File: src/shared/swcp_pkg.sv
package swcp_pkg;

    // Clock and basic clock period, in picoseconds.
    localparam int CLK_PERIOD_PS = 10000;
    localparam int BCP_PS = 2038200;
    localparam int BCP_CYCLES = BCP_PS / CLK_PERIOD_PS;

    // Register offsets on the plain register port.
    localparam logic [7:0] ADDR_LIMIT = 8'h00;
    localparam logic [7:0] ADDR_POLL = 8'h04;
    localparam logic [7:0] ADDR_STATUS = 8'h08;

    // Upper bit-check limit field and limit scale factor.
    localparam int LIM_W = 6;
    localparam logic [5:0] LIM_LOW_BOUND = 6'h0C;
    localparam logic [5:0] LIM_HIGH_BOUND = 6'h3F;
    localparam logic [5:0] LIM_DEFAULT = 6'h29;
    localparam int LIM_SCALE_LSB = 8;
    localparam logic [3:0] LIM_SCALE_DEFAULT = 4'h1;

    // Polling configuration word programmed over the data line.
    localparam int WORD_W = 15;
    localparam logic [14:0] POLL_DEFAULT = 15'h0000;
    localparam int OFF_BIT = 1;
    localparam logic [3:0] BIT_COUNT = 4'hF;

    // Status register field positions.
    localparam int ST_BEACON = 0;
    localparam int ST_BUSY = 1;
    localparam int ST_ACK = 2;
    localparam int ST_OFF = 3;

    // Link timing, in basic clock periods.
    localparam logic [15:0] T1_MIN = 16'h0010;
    localparam logic [15:0] T1_SHORT_MAX = 16'h1600;
    localparam logic [15:0] T1_LONG = 16'h1F00;
    localparam logic [15:0] T2_DELAY = 16'h0010;
    localparam logic [15:0] T3_SYNC = 16'h0008;
    localparam logic [15:0] T4_GAP = 16'h0008;
    localparam logic [15:0] T5_WIN = 16'h0020;
    localparam logic [15:0] T6_FRAME = 16'h0040;
    localparam logic [15:0] T7_PROG = 16'h0004;
    localparam logic [15:0] T8_ACK = 16'h0008;
    localparam logic [15:0] T9_EQ = 16'h0020;
    localparam logic [15:0] BEACON_HALF = 16'h0400;

    typedef struct packed {
        logic [7:0] addr;
        logic [31:0] wdata;
        logic wr;
        logic rd;
    } swcp_bus_req_t;

    typedef struct packed {
        logic off_seen;
        logic last_ack;
        logic busy;
        logic beacon_active;
    } swcp_status_t;

    typedef enum logic [2:0] {
        S_IDLE,
        S_DELAY,
        S_SYNC,
        S_GAP,
        S_WIN,
        S_REST,
        S_EQ
    } swcp_state_t;

endpackage

File: src/verilog/swcp_tick.sv
`timescale 1ns/10ps
module swcp_tick
    import swcp_pkg::*;
(
    input wire logic core_clk,
    input wire logic rst,
    output logic tick
);
    logic [15:0] cnt;

    // Emits one enable pulse per basic clock period.
    always_ff @(posedge core_clk) begin
        if (rst) begin
            cnt <= 16'h0000;
            tick <= 1'b0;
        end else if (cnt == 16'(BCP_CYCLES - 1)) begin
            cnt <= 16'h0000;
            tick <= 1'b1;
        end else begin
            cnt <= cnt + 16'h0001;
            tick <= 1'b0;
        end
    end
endmodule

File: src/verilog/swcp_beacon.sv
`timescale 1ns/10ps
module swcp_beacon
    import swcp_pkg::*;
(
    input wire logic core_clk,
    input wire logic rst,
    input wire logic tick,
    input wire logic enable,
    output logic drive_low
);
    logic [15:0] cnt;
    logic phase;

    // Square wave with equal high and low halves while enabled.
    always_ff @(posedge core_clk) begin
        if (rst || !enable) begin
            cnt <= 16'h0000;
            phase <= 1'b0;
        end else if (tick) begin
            if (cnt == BEACON_HALF - 16'h0001) begin
                cnt <= 16'h0000;
                phase <= ~phase;
            end else begin
                cnt <= cnt + 16'h0001;
            end
        end
    end

    assign drive_low = enable && phase;
endmodule

File: src/verilog/swcp_core.sv
// Behaviour
// - Six-bit upper limit 12..63, default 41.
// - Upper limit sets clock recovery tolerance margins.
// - Power-on reset loads all configuration defaults.
// - After reset drive 50% square-wave beacon.
// - Beacon slower than any valid data signal.
// - Host low start pulse; device then masters line.
// - After delay emit 15 synchronisation pulses.
// - Each pulse followed by delayed programming window.
// - Host low pulse stores 0, none stores 1.
// - Acknowledge pulse only when new word matches stored.
// - Programming accepted while sleeping or receiving.
// - Receive path disabled during programming.
// - Word bit 1 set means off command.
// - Short start ignored while in reset state.
// - Long start works whenever idle, beacon or not, restores defaults, clears beacon.
`timescale 1ns/10ps
module swcp_core
    import swcp_pkg::*;
(
    input wire logic core_clk,
    input wire logic rst,
    input wire swcp_bus_req_t bus_req,
    output logic [31:0] rdata,
    input wire logic data_in,
    output logic data_out,
    output logic data_oe,
    input wire logic sleep_mode,
    output logic rx_path_enable,
    output logic poll_mode_req,
    output logic [9:0] limit_time,
    output logic [9:0] recovery_margin_hi,
    output logic [9:0] recovery_margin_lo
);
    swcp_state_t state;
    swcp_state_t next_state;
    swcp_status_t status;
    logic tick;
    logic beacon_low;
    logic [5:0] limit_value;
    logic [3:0] limit_scale;
    logic [14:0] poll_word;
    logic [14:0] shift_word;
    logic [15:0] tcnt;
    logic [15:0] low_cnt;
    logic [15:0] win_low_cnt;
    logic [3:0] bit_idx;
    logic bit_zero;
    logic ack_match;
    logic start_long;
    logic start_short;
    logic release_seen;
    logic state_done;
    logic drive_low;

    // True on the tick that closes a phase of the given length.
    function automatic logic phase_end(input logic [15:0] count, input logic [15:0] len);
        phase_end = (count == len - 16'h0001);
    endfunction

    swcp_tick u_tick (
        .core_clk(core_clk),
        .rst(rst),
        .tick(tick)
    );

    // The beacon half period far exceeds the largest bit-check time.
    swcp_beacon u_beacon (
        .core_clk(core_clk),
        .rst(rst),
        .tick(tick),
        .enable(status.beacon_active && state == S_IDLE),
        .drive_low(beacon_low)
    );

    // Length of the current low level in basic clock periods.
    always_ff @(posedge core_clk) begin
        if (rst) begin
            low_cnt <= 16'h0000;
        end else if (tick) begin
            if (!data_in) begin
                if (low_cnt != 16'hFFFF) begin
                    low_cnt <= low_cnt + 16'h0001;
                end
            end else begin
                low_cnt <= 16'h0000;
            end
        end
    end

    // Start pulse classification on the release of the line.
    assign release_seen = tick && data_in && (low_cnt != 16'h0000) && (state == S_IDLE);
    assign start_long = release_seen && (low_cnt > T1_LONG);
    assign start_short = release_seen && (low_cnt > T1_MIN) && (low_cnt < T1_SHORT_MAX)
        && !status.beacon_active;

    // Phase timer, restarted on every state change.
    always_ff @(posedge core_clk) begin
        if (rst || next_state != state) begin
            tcnt <= 16'h0000;
        end else if (tick) begin
            tcnt <= tcnt + 16'h0001;
        end
    end

    always_comb begin
        state_done = 1'b0;
        case (state)
            S_DELAY: state_done = phase_end(tcnt, T2_DELAY);
            S_SYNC: state_done = phase_end(tcnt, T3_SYNC);
            S_GAP: state_done = phase_end(tcnt, T4_GAP);
            S_WIN: state_done = phase_end(tcnt, T5_WIN);
            S_REST: state_done = phase_end(tcnt, T6_FRAME - T3_SYNC - T4_GAP - T5_WIN);
            S_EQ: state_done = phase_end(tcnt, T9_EQ);
            default: state_done = 1'b0;
        endcase
    end

    // Sequencer of start, sync pulses, windows and equivalence window.
    always_comb begin
        next_state = state;
        case (state)
            S_IDLE: begin
                if (start_long || start_short) begin
                    next_state = S_DELAY;
                end
            end
            S_DELAY: begin
                if (tick && state_done) begin
                    next_state = S_SYNC;
                end
            end
            S_SYNC: begin
                if (tick && state_done) begin
                    next_state = S_GAP;
                end
            end
            S_GAP: begin
                if (tick && state_done) begin
                    next_state = S_WIN;
                end
            end
            S_WIN: begin
                if (tick && state_done) begin
                    next_state = S_REST;
                end
            end
            S_REST: begin
                if (tick && state_done) begin
                    if (bit_idx == BIT_COUNT - 4'h1) begin
                        next_state = S_EQ;
                    end else begin
                        next_state = S_SYNC;
                    end
                end
            end
            S_EQ: begin
                if (tick && state_done) begin
                    next_state = S_IDLE;
                end
            end
            default: next_state = S_IDLE;
        endcase
    end

    always_ff @(posedge core_clk) begin
        if (rst) begin
            state <= S_IDLE;
        end else begin
            state <= next_state;
        end
    end

    // Bit counter across the fifteen frames.
    always_ff @(posedge core_clk) begin
        if (rst || state == S_IDLE) begin
            bit_idx <= 4'h0;
        end else if (state == S_REST && next_state == S_SYNC) begin
            bit_idx <= bit_idx + 4'h1;
        end
    end

    // Host low pulse detection inside the programming window.
    always_ff @(posedge core_clk) begin
        if (rst || state == S_GAP) begin
            win_low_cnt <= 16'h0000;
            bit_zero <= 1'b0;
        end else if (state == S_WIN && tick) begin
            if (!data_in) begin
                win_low_cnt <= win_low_cnt + 16'h0001;
                if (win_low_cnt + 16'h0001 >= T7_PROG) begin
                    bit_zero <= 1'b1;
                end
            end else begin
                win_low_cnt <= 16'h0000;
            end
        end
    end

    // Received word, first bit into the most significant position.
    always_ff @(posedge core_clk) begin
        if (rst || state == S_IDLE) begin
            shift_word <= 15'h0000;
        end else if (state == S_WIN && next_state == S_REST) begin
            shift_word <= {shift_word[13:0], ~bit_zero};
        end
    end

    // Equivalence compare made as the window opens.
    always_ff @(posedge core_clk) begin
        if (rst) begin
            ack_match <= 1'b0;
        end else if (state == S_REST && next_state == S_EQ) begin
            ack_match <= (shift_word == poll_word);
        end
    end

    // Configuration registers with reset and long-start defaults.
    always_ff @(posedge core_clk) begin
        if (rst || start_long) begin
            limit_value <= LIM_DEFAULT;
            limit_scale <= LIM_SCALE_DEFAULT;
            poll_word <= POLL_DEFAULT;
        end else if (state == S_EQ && next_state == S_IDLE) begin
            poll_word <= shift_word;
        end else if (bus_req.wr) begin
            if (bus_req.addr == ADDR_LIMIT) begin
                if (bus_req.wdata[5:0] >= LIM_LOW_BOUND
                    && bus_req.wdata[5:0] <= LIM_HIGH_BOUND) begin
                    limit_value <= bus_req.wdata[5:0];
                end
                limit_scale <= bus_req.wdata[LIM_SCALE_LSB +: 4];
            end else if (bus_req.addr == ADDR_POLL) begin
                poll_word <= bus_req.wdata[WORD_W-1:0];
            end
        end
    end

    // Status flags.
    always_ff @(posedge core_clk) begin
        if (rst) begin
            status.beacon_active <= 1'b1;
            status.last_ack <= 1'b0;
            status.off_seen <= 1'b0;
            status.busy <= 1'b0;
        end else begin
            status.busy <= (next_state != S_IDLE);
            if (start_long) begin
                status.beacon_active <= 1'b0;
            end
            if (state == S_REST && next_state == S_EQ) begin
                status.last_ack <= (shift_word == poll_word);
            end
            if (state == S_EQ && next_state == S_IDLE) begin
                status.off_seen <= shift_word[OFF_BIT];
            end
        end
    end

    // Off command returns the receiver to polling mode.
    always_ff @(posedge core_clk) begin
        if (rst) begin
            poll_mode_req <= 1'b0;
        end else begin
            poll_mode_req <= (state == S_EQ) && (next_state == S_IDLE)
                && shift_word[OFF_BIT];
        end
    end

    // Bit-check time limit and recovery tolerance margins.
    always_ff @(posedge core_clk) begin
        if (rst) begin
            limit_time <= 10'h000;
            recovery_margin_hi <= 10'h000;
            recovery_margin_lo <= 10'h000;
        end else begin
            limit_time <= (10'(limit_value) - 10'h001) * 10'(limit_scale);
            recovery_margin_hi <= 10'(limit_value) * 10'(limit_scale);
            recovery_margin_lo <= (10'(limit_value) - 10'h002) * 10'(limit_scale);
        end
    end

    // Receive path is off for the whole sequence.
    always_ff @(posedge core_clk) begin
        if (rst) begin
            rx_path_enable <= 1'b0;
        end else begin
            rx_path_enable <= (next_state == S_IDLE) && !sleep_mode;
        end
    end

    // Open-drain line driver: sync pulses, acknowledge, beacon.
    always_comb begin
        drive_low = 1'b0;
        case (state)
            S_IDLE: drive_low = beacon_low;
            S_SYNC: drive_low = 1'b1;
            S_EQ: drive_low = ack_match && (tcnt < T8_ACK);
            default: drive_low = 1'b0;
        endcase
    end

    always_ff @(posedge core_clk) begin
        if (rst) begin
            data_oe <= 1'b0;
        end else begin
            data_oe <= drive_low;
        end
    end

    assign data_out = 1'b0;

    // Register read port, data in the cycle after the strobe.
    always_ff @(posedge core_clk) begin
        if (rst) begin
            rdata <= 32'h00000000;
        end else if (bus_req.rd) begin
            case (bus_req.addr)
                ADDR_LIMIT: rdata <= {20'h00000, limit_scale, 2'h0, limit_value};
                ADDR_POLL: rdata <= {17'h00000, poll_word};
                ADDR_STATUS: rdata <= {28'h0000000, status};
                default: rdata <= 32'h00000000;
            endcase
        end else begin
            rdata <= 32'h00000000;
        end
    end
endmodule

File: config.mk
export PLATFORM = sky130hd
export DESIGN_NAME = swcp_core
export DESIGN_NICKNAME = d
export VERILOG_FILES = /design/src/shared/swcp_pkg.sv /design/src/verilog/swcp_tick.sv /design/src/verilog/swcp_beacon.sv /design/src/verilog/swcp_core.sv
export SDC_FILE = /design/constraint.sdc
export NUM_CORES = 1
export LEC_CHECK = 0
export BUFFER_PORTS_ARGS = -buffer_cell sky130_fd_sc_hd__buf_2
export CAP_MARGIN = 20
export CORE_MARGIN = 8
export CORE_UTILIZATION = 50
export CTS_CLUSTER_DIAMETER = 50
export DETAILED_ROUTE_END_ITERATION = 6
export PLACE_DENSITY = 0.68
export SYNTH_ARGS = -nofsm -noshare
export SYNTH_HDL_FRONTEND = slang
export SYNTH_SLANG_ARGS = --single-unit
File: constraint.sdc
create_clock -name core_clk -period 5.25 [get_ports core_clk]
set_input_delay 0.2625 -clock core_clk [delete_from_list [all_inputs] [get_ports core_clk]]
set_output_delay 0.2625 -clock core_clk [all_outputs]
set_load 0.005 [all_outputs]
-- Word level (Yosys, flattened, before mapping)
Cells that the tools add are included.
W data, S select, Z words.
- add/sub/neg operators: 8
- multiply operators: 3
- magnitude comparators: 7
- eq/ne operators: 21
- muxes and demuxes: 21
- bitwise logic cells: 5
- reduce and logical (&&, ||, !) cells: 47
- operator list (kind ; count):
    $add A16 B1 Y16 const B ; 5
    $mux W16 ; 4
    $mux W15 ; 4
    $pmux W15 S3 ; 1
    $mux W3 ; 8
    $pmux W3 S7 ; 1
    $mul A7 B5 Y10 ; 2
    $logic_and A1 B1 Y1 ; 19
    $eq A16 B10 Y1 const B ; 1
    $eq A16 B3 Y1 const B ; 1
    $eq A16 B4 Y1 const B ; 1
    $eq A16 B5 Y1 const B ; 1
    $eq A16 B8 Y1 const B ; 1
    $ge A16 B3 Y1 const B ; 1
    $gt A16 B13 Y1 const B ; 1
    $gt A16 B5 Y1 const B ; 1
    $lt A16 B13 Y1 const B ; 1
    $lt A16 B4 Y1 const B ; 1
    $ne A16 B16 Y1 const B ; 1
    $reduce_bool A16 Y1 ; 1
    $eq A15 B15 Y1 ; 1
    $eq A3 B3 Y1 const B ; 5
    $mul A6 B4 Y10 ; 1
    $reduce_or A2 Y1 ; 5
    other kinds (24) ; 44
- register bits: 199
- input port bits: 46
- word-level logic and storage cells: 137

-- Depth between registers and ports, before layout
- depth after elaboration: 13
- depth in mapped cells: 18
- depth with buffers taken out: 17

-- Modules after synthesis
A second synthesis with hierarchy kept.
- cells, all modules: 1248
- area total of the unflattened synthesis: 10661.5 um^2
- modules (own cells, without submodules) (module ; times used ; cells each ; area an instance (um^2) ; sequential area each (um^2)):
    swcp_core ; 1 ; 1072 ; 9107.5 ; 2942.8
    swcp_beacon ; 1 ; 89 ; 782.0 ; 340.3
    swcp_tick ; 1 ; 87 ; 772.0 ; 340.3

-- Worst setup path after synthesis
Ideal clock, no wire load.
- path kind: reg-to-reg
- start point: register limit_value[2]
- end point: register limit_time[9]
- arrival time: 3654 ps
- required time: 5122 ps
- setup slack: 1468 ps
- stages on the path, launching flop included: 18
- path buffers: 1
- cells stage by stage: dfxtp_1 -> clkbuf_1 -> inv_1 -> ha_1 -> nand2_1 -> xnor2_1 -> and2_1 -> ha_1 -> fa_1 -> inv_1 -> fa_1 -> inv_1 -> ha_1 -> o21ai_0 -> nor2_1 -> o41ai_1 -> xnor2_1 -> nor2_1
- word-level cells in the longest chain between the ends: 2
- ends and longest elaborated chain (item ; line ; source):
    from (decl) ; swcp_core.sv:40 ; logic [5:0] limit_value;
    from (signal assigned) ; swcp_core.sv:230 ; limit_value <= bus_req.wdata[5:0];
    $sub A6 B1 Y7 ; swcp_core.sv:277 ; limit_time <= (10'(limit_value) - 10'h001) * 10'(limit_scale);
    $mul A7 B5 Y10 ; swcp_core.sv:277 ;
    to (signal assigned) ; swcp_core.sv:277 ;
    to (decl) ; swcp_core.sv:31 ; output logic [9:0] limit_time,
No other way between the ends.
A chain may end at the register's enable or synchronous reset.

-- Worst setup path after layout
- start point: register limit_value[1]
- end point: register limit_time[9]
Same word-level chain as after synthesis.

==> impl_metrics.py <==
metrics = {
    "placement": {
        "postPlaceCellArea_um2": 11000,
        "dp_slack_ns": 0.973,
        "hpwl_mm": 15.2,
        "io_buffers": 76,
        "placed_cells": 1545,
        "gp_congestion": 0.793,
    },
    "global_routing": {
        "grt_pass1_wl_mm": 36.5,
        "antenna_found_initial": 0,
        "use_met1": 0.207,
        "track_usage": 0.165,
        "first_global_vias": 7736,
        "grt_util_met2": 0.281,
        "busiest_layer": "met2",
        "grt-ovfl-total": 0,
        "grt_start_max_net_pins": 54,
        "gr-usage-met3": 0.0364,
    },
    "floorplanning": {
        "dieHeight_um": 161,
        "rows": 53,
        "start_util": 0.505,
        "coreArea_um2": 20900,
        "die_w_um": 161,
        "io_pins": 112,
        "dieArea_um2": 26000,
    },
    "drt": {
        "routed_via_density": 5.22,
        "wirelength_mm": 21.4,
        "vias": 8237,
        "drt_iter0_drc": 323,
        "drc": 0,
        "wire_per_inst_um": 13.5,
        "dr.pass1.iters": 6,
        "drtAntennaViolNets": 0,
    },
    "clock_tree": {
        "clk_pin_slew_worst_paths_ns": 0.07,
        "h-tree-depth": 4,
        "clock_latency_ns": 0.43,
        "ctsResizeCount": 0,
        "cts_sinks": 181,
        "clockBufferDepth": 2,
        "cts_tree": "done",
        "cts_made_buffers": 17,
        "cts_setup_buffers": 0,
        "ctsHoldBuffers": 0,
        "root_buffer": "clkbuf_16",
    },
    "logic_synthesis": {
        "syn_inst": 1251,
        "synth.distinct_cells": 64,
        "synthFlopType": "dfxtp_1",
        "synth_edf_count": 0,
        "synth.most_common_cell": "dfxtp_1",
        "yosysSeqAreaShare": 0.343,
        "yosys-top-cells-count": "181 x dfxtp_1, 160 x nor2_1, 80 x nand2_1",
        "synth_top_area_share": 0.343,
        "synth_largest_area_cell": "dfxtp_1",
        "syn_area_um2": 10600,
        "synth_area_leaders": "dfxtp_1 34%, ha_1 7.1%, fa_1 6.1%",
        "syn_area_per_cell_um2": 8.44,
        "async_flop_share": 0,
        "ys_warn_count": 0,
        "ys_seq_elements": 181,
    },
    "timing": {
        "finalCritPeriodShare": 0.806,
        "grt_setup_unrepaired": "no",
        "hold_slack_ns": 0.0615,
        "setup_viol": 0,
        "fin_tns_setup_ns": 0,
        "worst_clock_skew_ns": 0.00944,
        "fmax_mhz": 236,
        "min_period_ns": 4.23,
        "hold_violations": 0,
        "slew_viol_final": 0,
        "maxSlewHeadroom": 0.342,
        "worstMarginPinSlew_ns": 0.984,
        "worst_slack_ns": 1.02,
    },
    "hold_path": {
        "hp-class": "primary input to flop",
    },
    "final_layout": {
        "fillerInstances": 1990,
        "stdcell_count": 1578,
        "drive_above_1_share": 0.0990,
        "seqCellArea_um2": 3620,
        "nets": 1428,
        "fin_util": 0.554,
        "design_area_um2": 11600,
        "multi_input_area_um2": 6320,
        "area_growth_pct": 9.54,
        "num_antenna_cells": 0,
    },
    "worst_setup_path": {
        "end_kind": "flop",
        "path_class": "flop to flop",
        "required_ns": 5.55,
        "critPathArrivalTime_ns": 4.53,
        "crit_fanout": 12,
        "cp-start-kind": "flop",
    },
    "flow_run": {
        "maxCapViolCount": 0,
    },
    "pwr": {
        "power_mw": 2.69,
        "leakage_nw": 4.98,
        "peakVddDrop_mv": 0.213,
        "cellPowerDensity_nw_per_um2": 232,
    },
    "outcome": {
        "status": "completed",
    },
}
-- area by class of cell --
type	instances	share of cell area
Multi-Input combinational cell	932	0.547
Sequential cell	181	0.313
Clock buffer	18	0.0380
Timing Repair Buffer	82	0.0368
Tap cell	275	0.0298
Inverter	76	0.0247
Clock inverter	14	0.0107
-- metal layers --
| layer | up-vias | routed length (µm) |
|---|---|---|
| met5 | - | 0 |
| met2 | 142 | 10100 |
| met1 | 3805 | 9980 |
| met3 | 27 | 859 |
| met4 | 0 | 378 |
| li1 | 4263 | - |
-- worst max-delay path, cell delays in order, from the launching register on --
cell and delay [ns]:
dfxtp_1 0.56, inv_1 0.17, ha_1 0.27, nand2_1 0.09
xnor2_1 0.13, and2_1 0.21, ha_1 0.31, fa_1 0.54
inv_1 0.05, fa_1 0.53, inv_1 0.04, ha_1 0.32
o21ai_0 0.17, nor2_1 0.08, o41ai_1 0.38, xnor2_1 0.20
nor2_1 0.05
-- final timing paths --
kind,start,to,slack [ns],depth (start not counted)
worst max-delay path,limit_value[1],limit_time[9],1.02,16
worst min-delay path,bus_req[10],limit_scale[0],0.06,3
worst max register to register,limit_value[1],limit_time[9],1.02,16
worst min register to register,u_tick.cnt[0],u_tick.cnt[0],0.49,1
-- report_power, final --
| part | leakage (nW) | internal (mW) | switching (mW) |
|---|---|---|---|
| combinational | 3.23 | 0.0248 | 0.0462 |
| clock | 0.281 | 0.671 | 0.564 |
| sequential | 1.46 | 1.38 | 0.00380 |
-- sequential cells by signal, indices dropped and copies added, names as in the netlist, 10 cells and up --
register	cells
win_low_cnt	16
rdata	15
limit_time	10
poll_word	15
u_beacon.cnt	16
tcnt	16
low_cnt	16
recovery_margin_hi	10
u_tick.cnt	16
shift_word	15
-- logic make-up after synthesis --
kind of cell               Yosys count  synth area share
muxes                               31            0.0295
adders and majority gates           92             0.132
other                                1          0.000355
xor gates and xnor gates           110            0.0913
buffers and inverters              155            0.0639
DFF                                181             0.343
and+or+nand+nor                    501             0.238
AOI/OAI and AO/OA                  180             0.101
-- cells in the final DEF, fill, tap and decap left out, types with 22 or more instances in the layout --
master / n
xor2_1: 46
a21oi_1: 64
nor2b_1: 36
xnor2_1: 64
buf_2: 76
mux2i_1: 30
ha_1: 60
o21ai_0: 56
nand3_1: 60
and2_1: 31
nor3_1: 23
nand4_1: 22
nor2_1: 160
dfxtp_1: 181
inv_1: 76
fa_1: 32
nand2_1: 80
(Power assumes the default switching activity.)
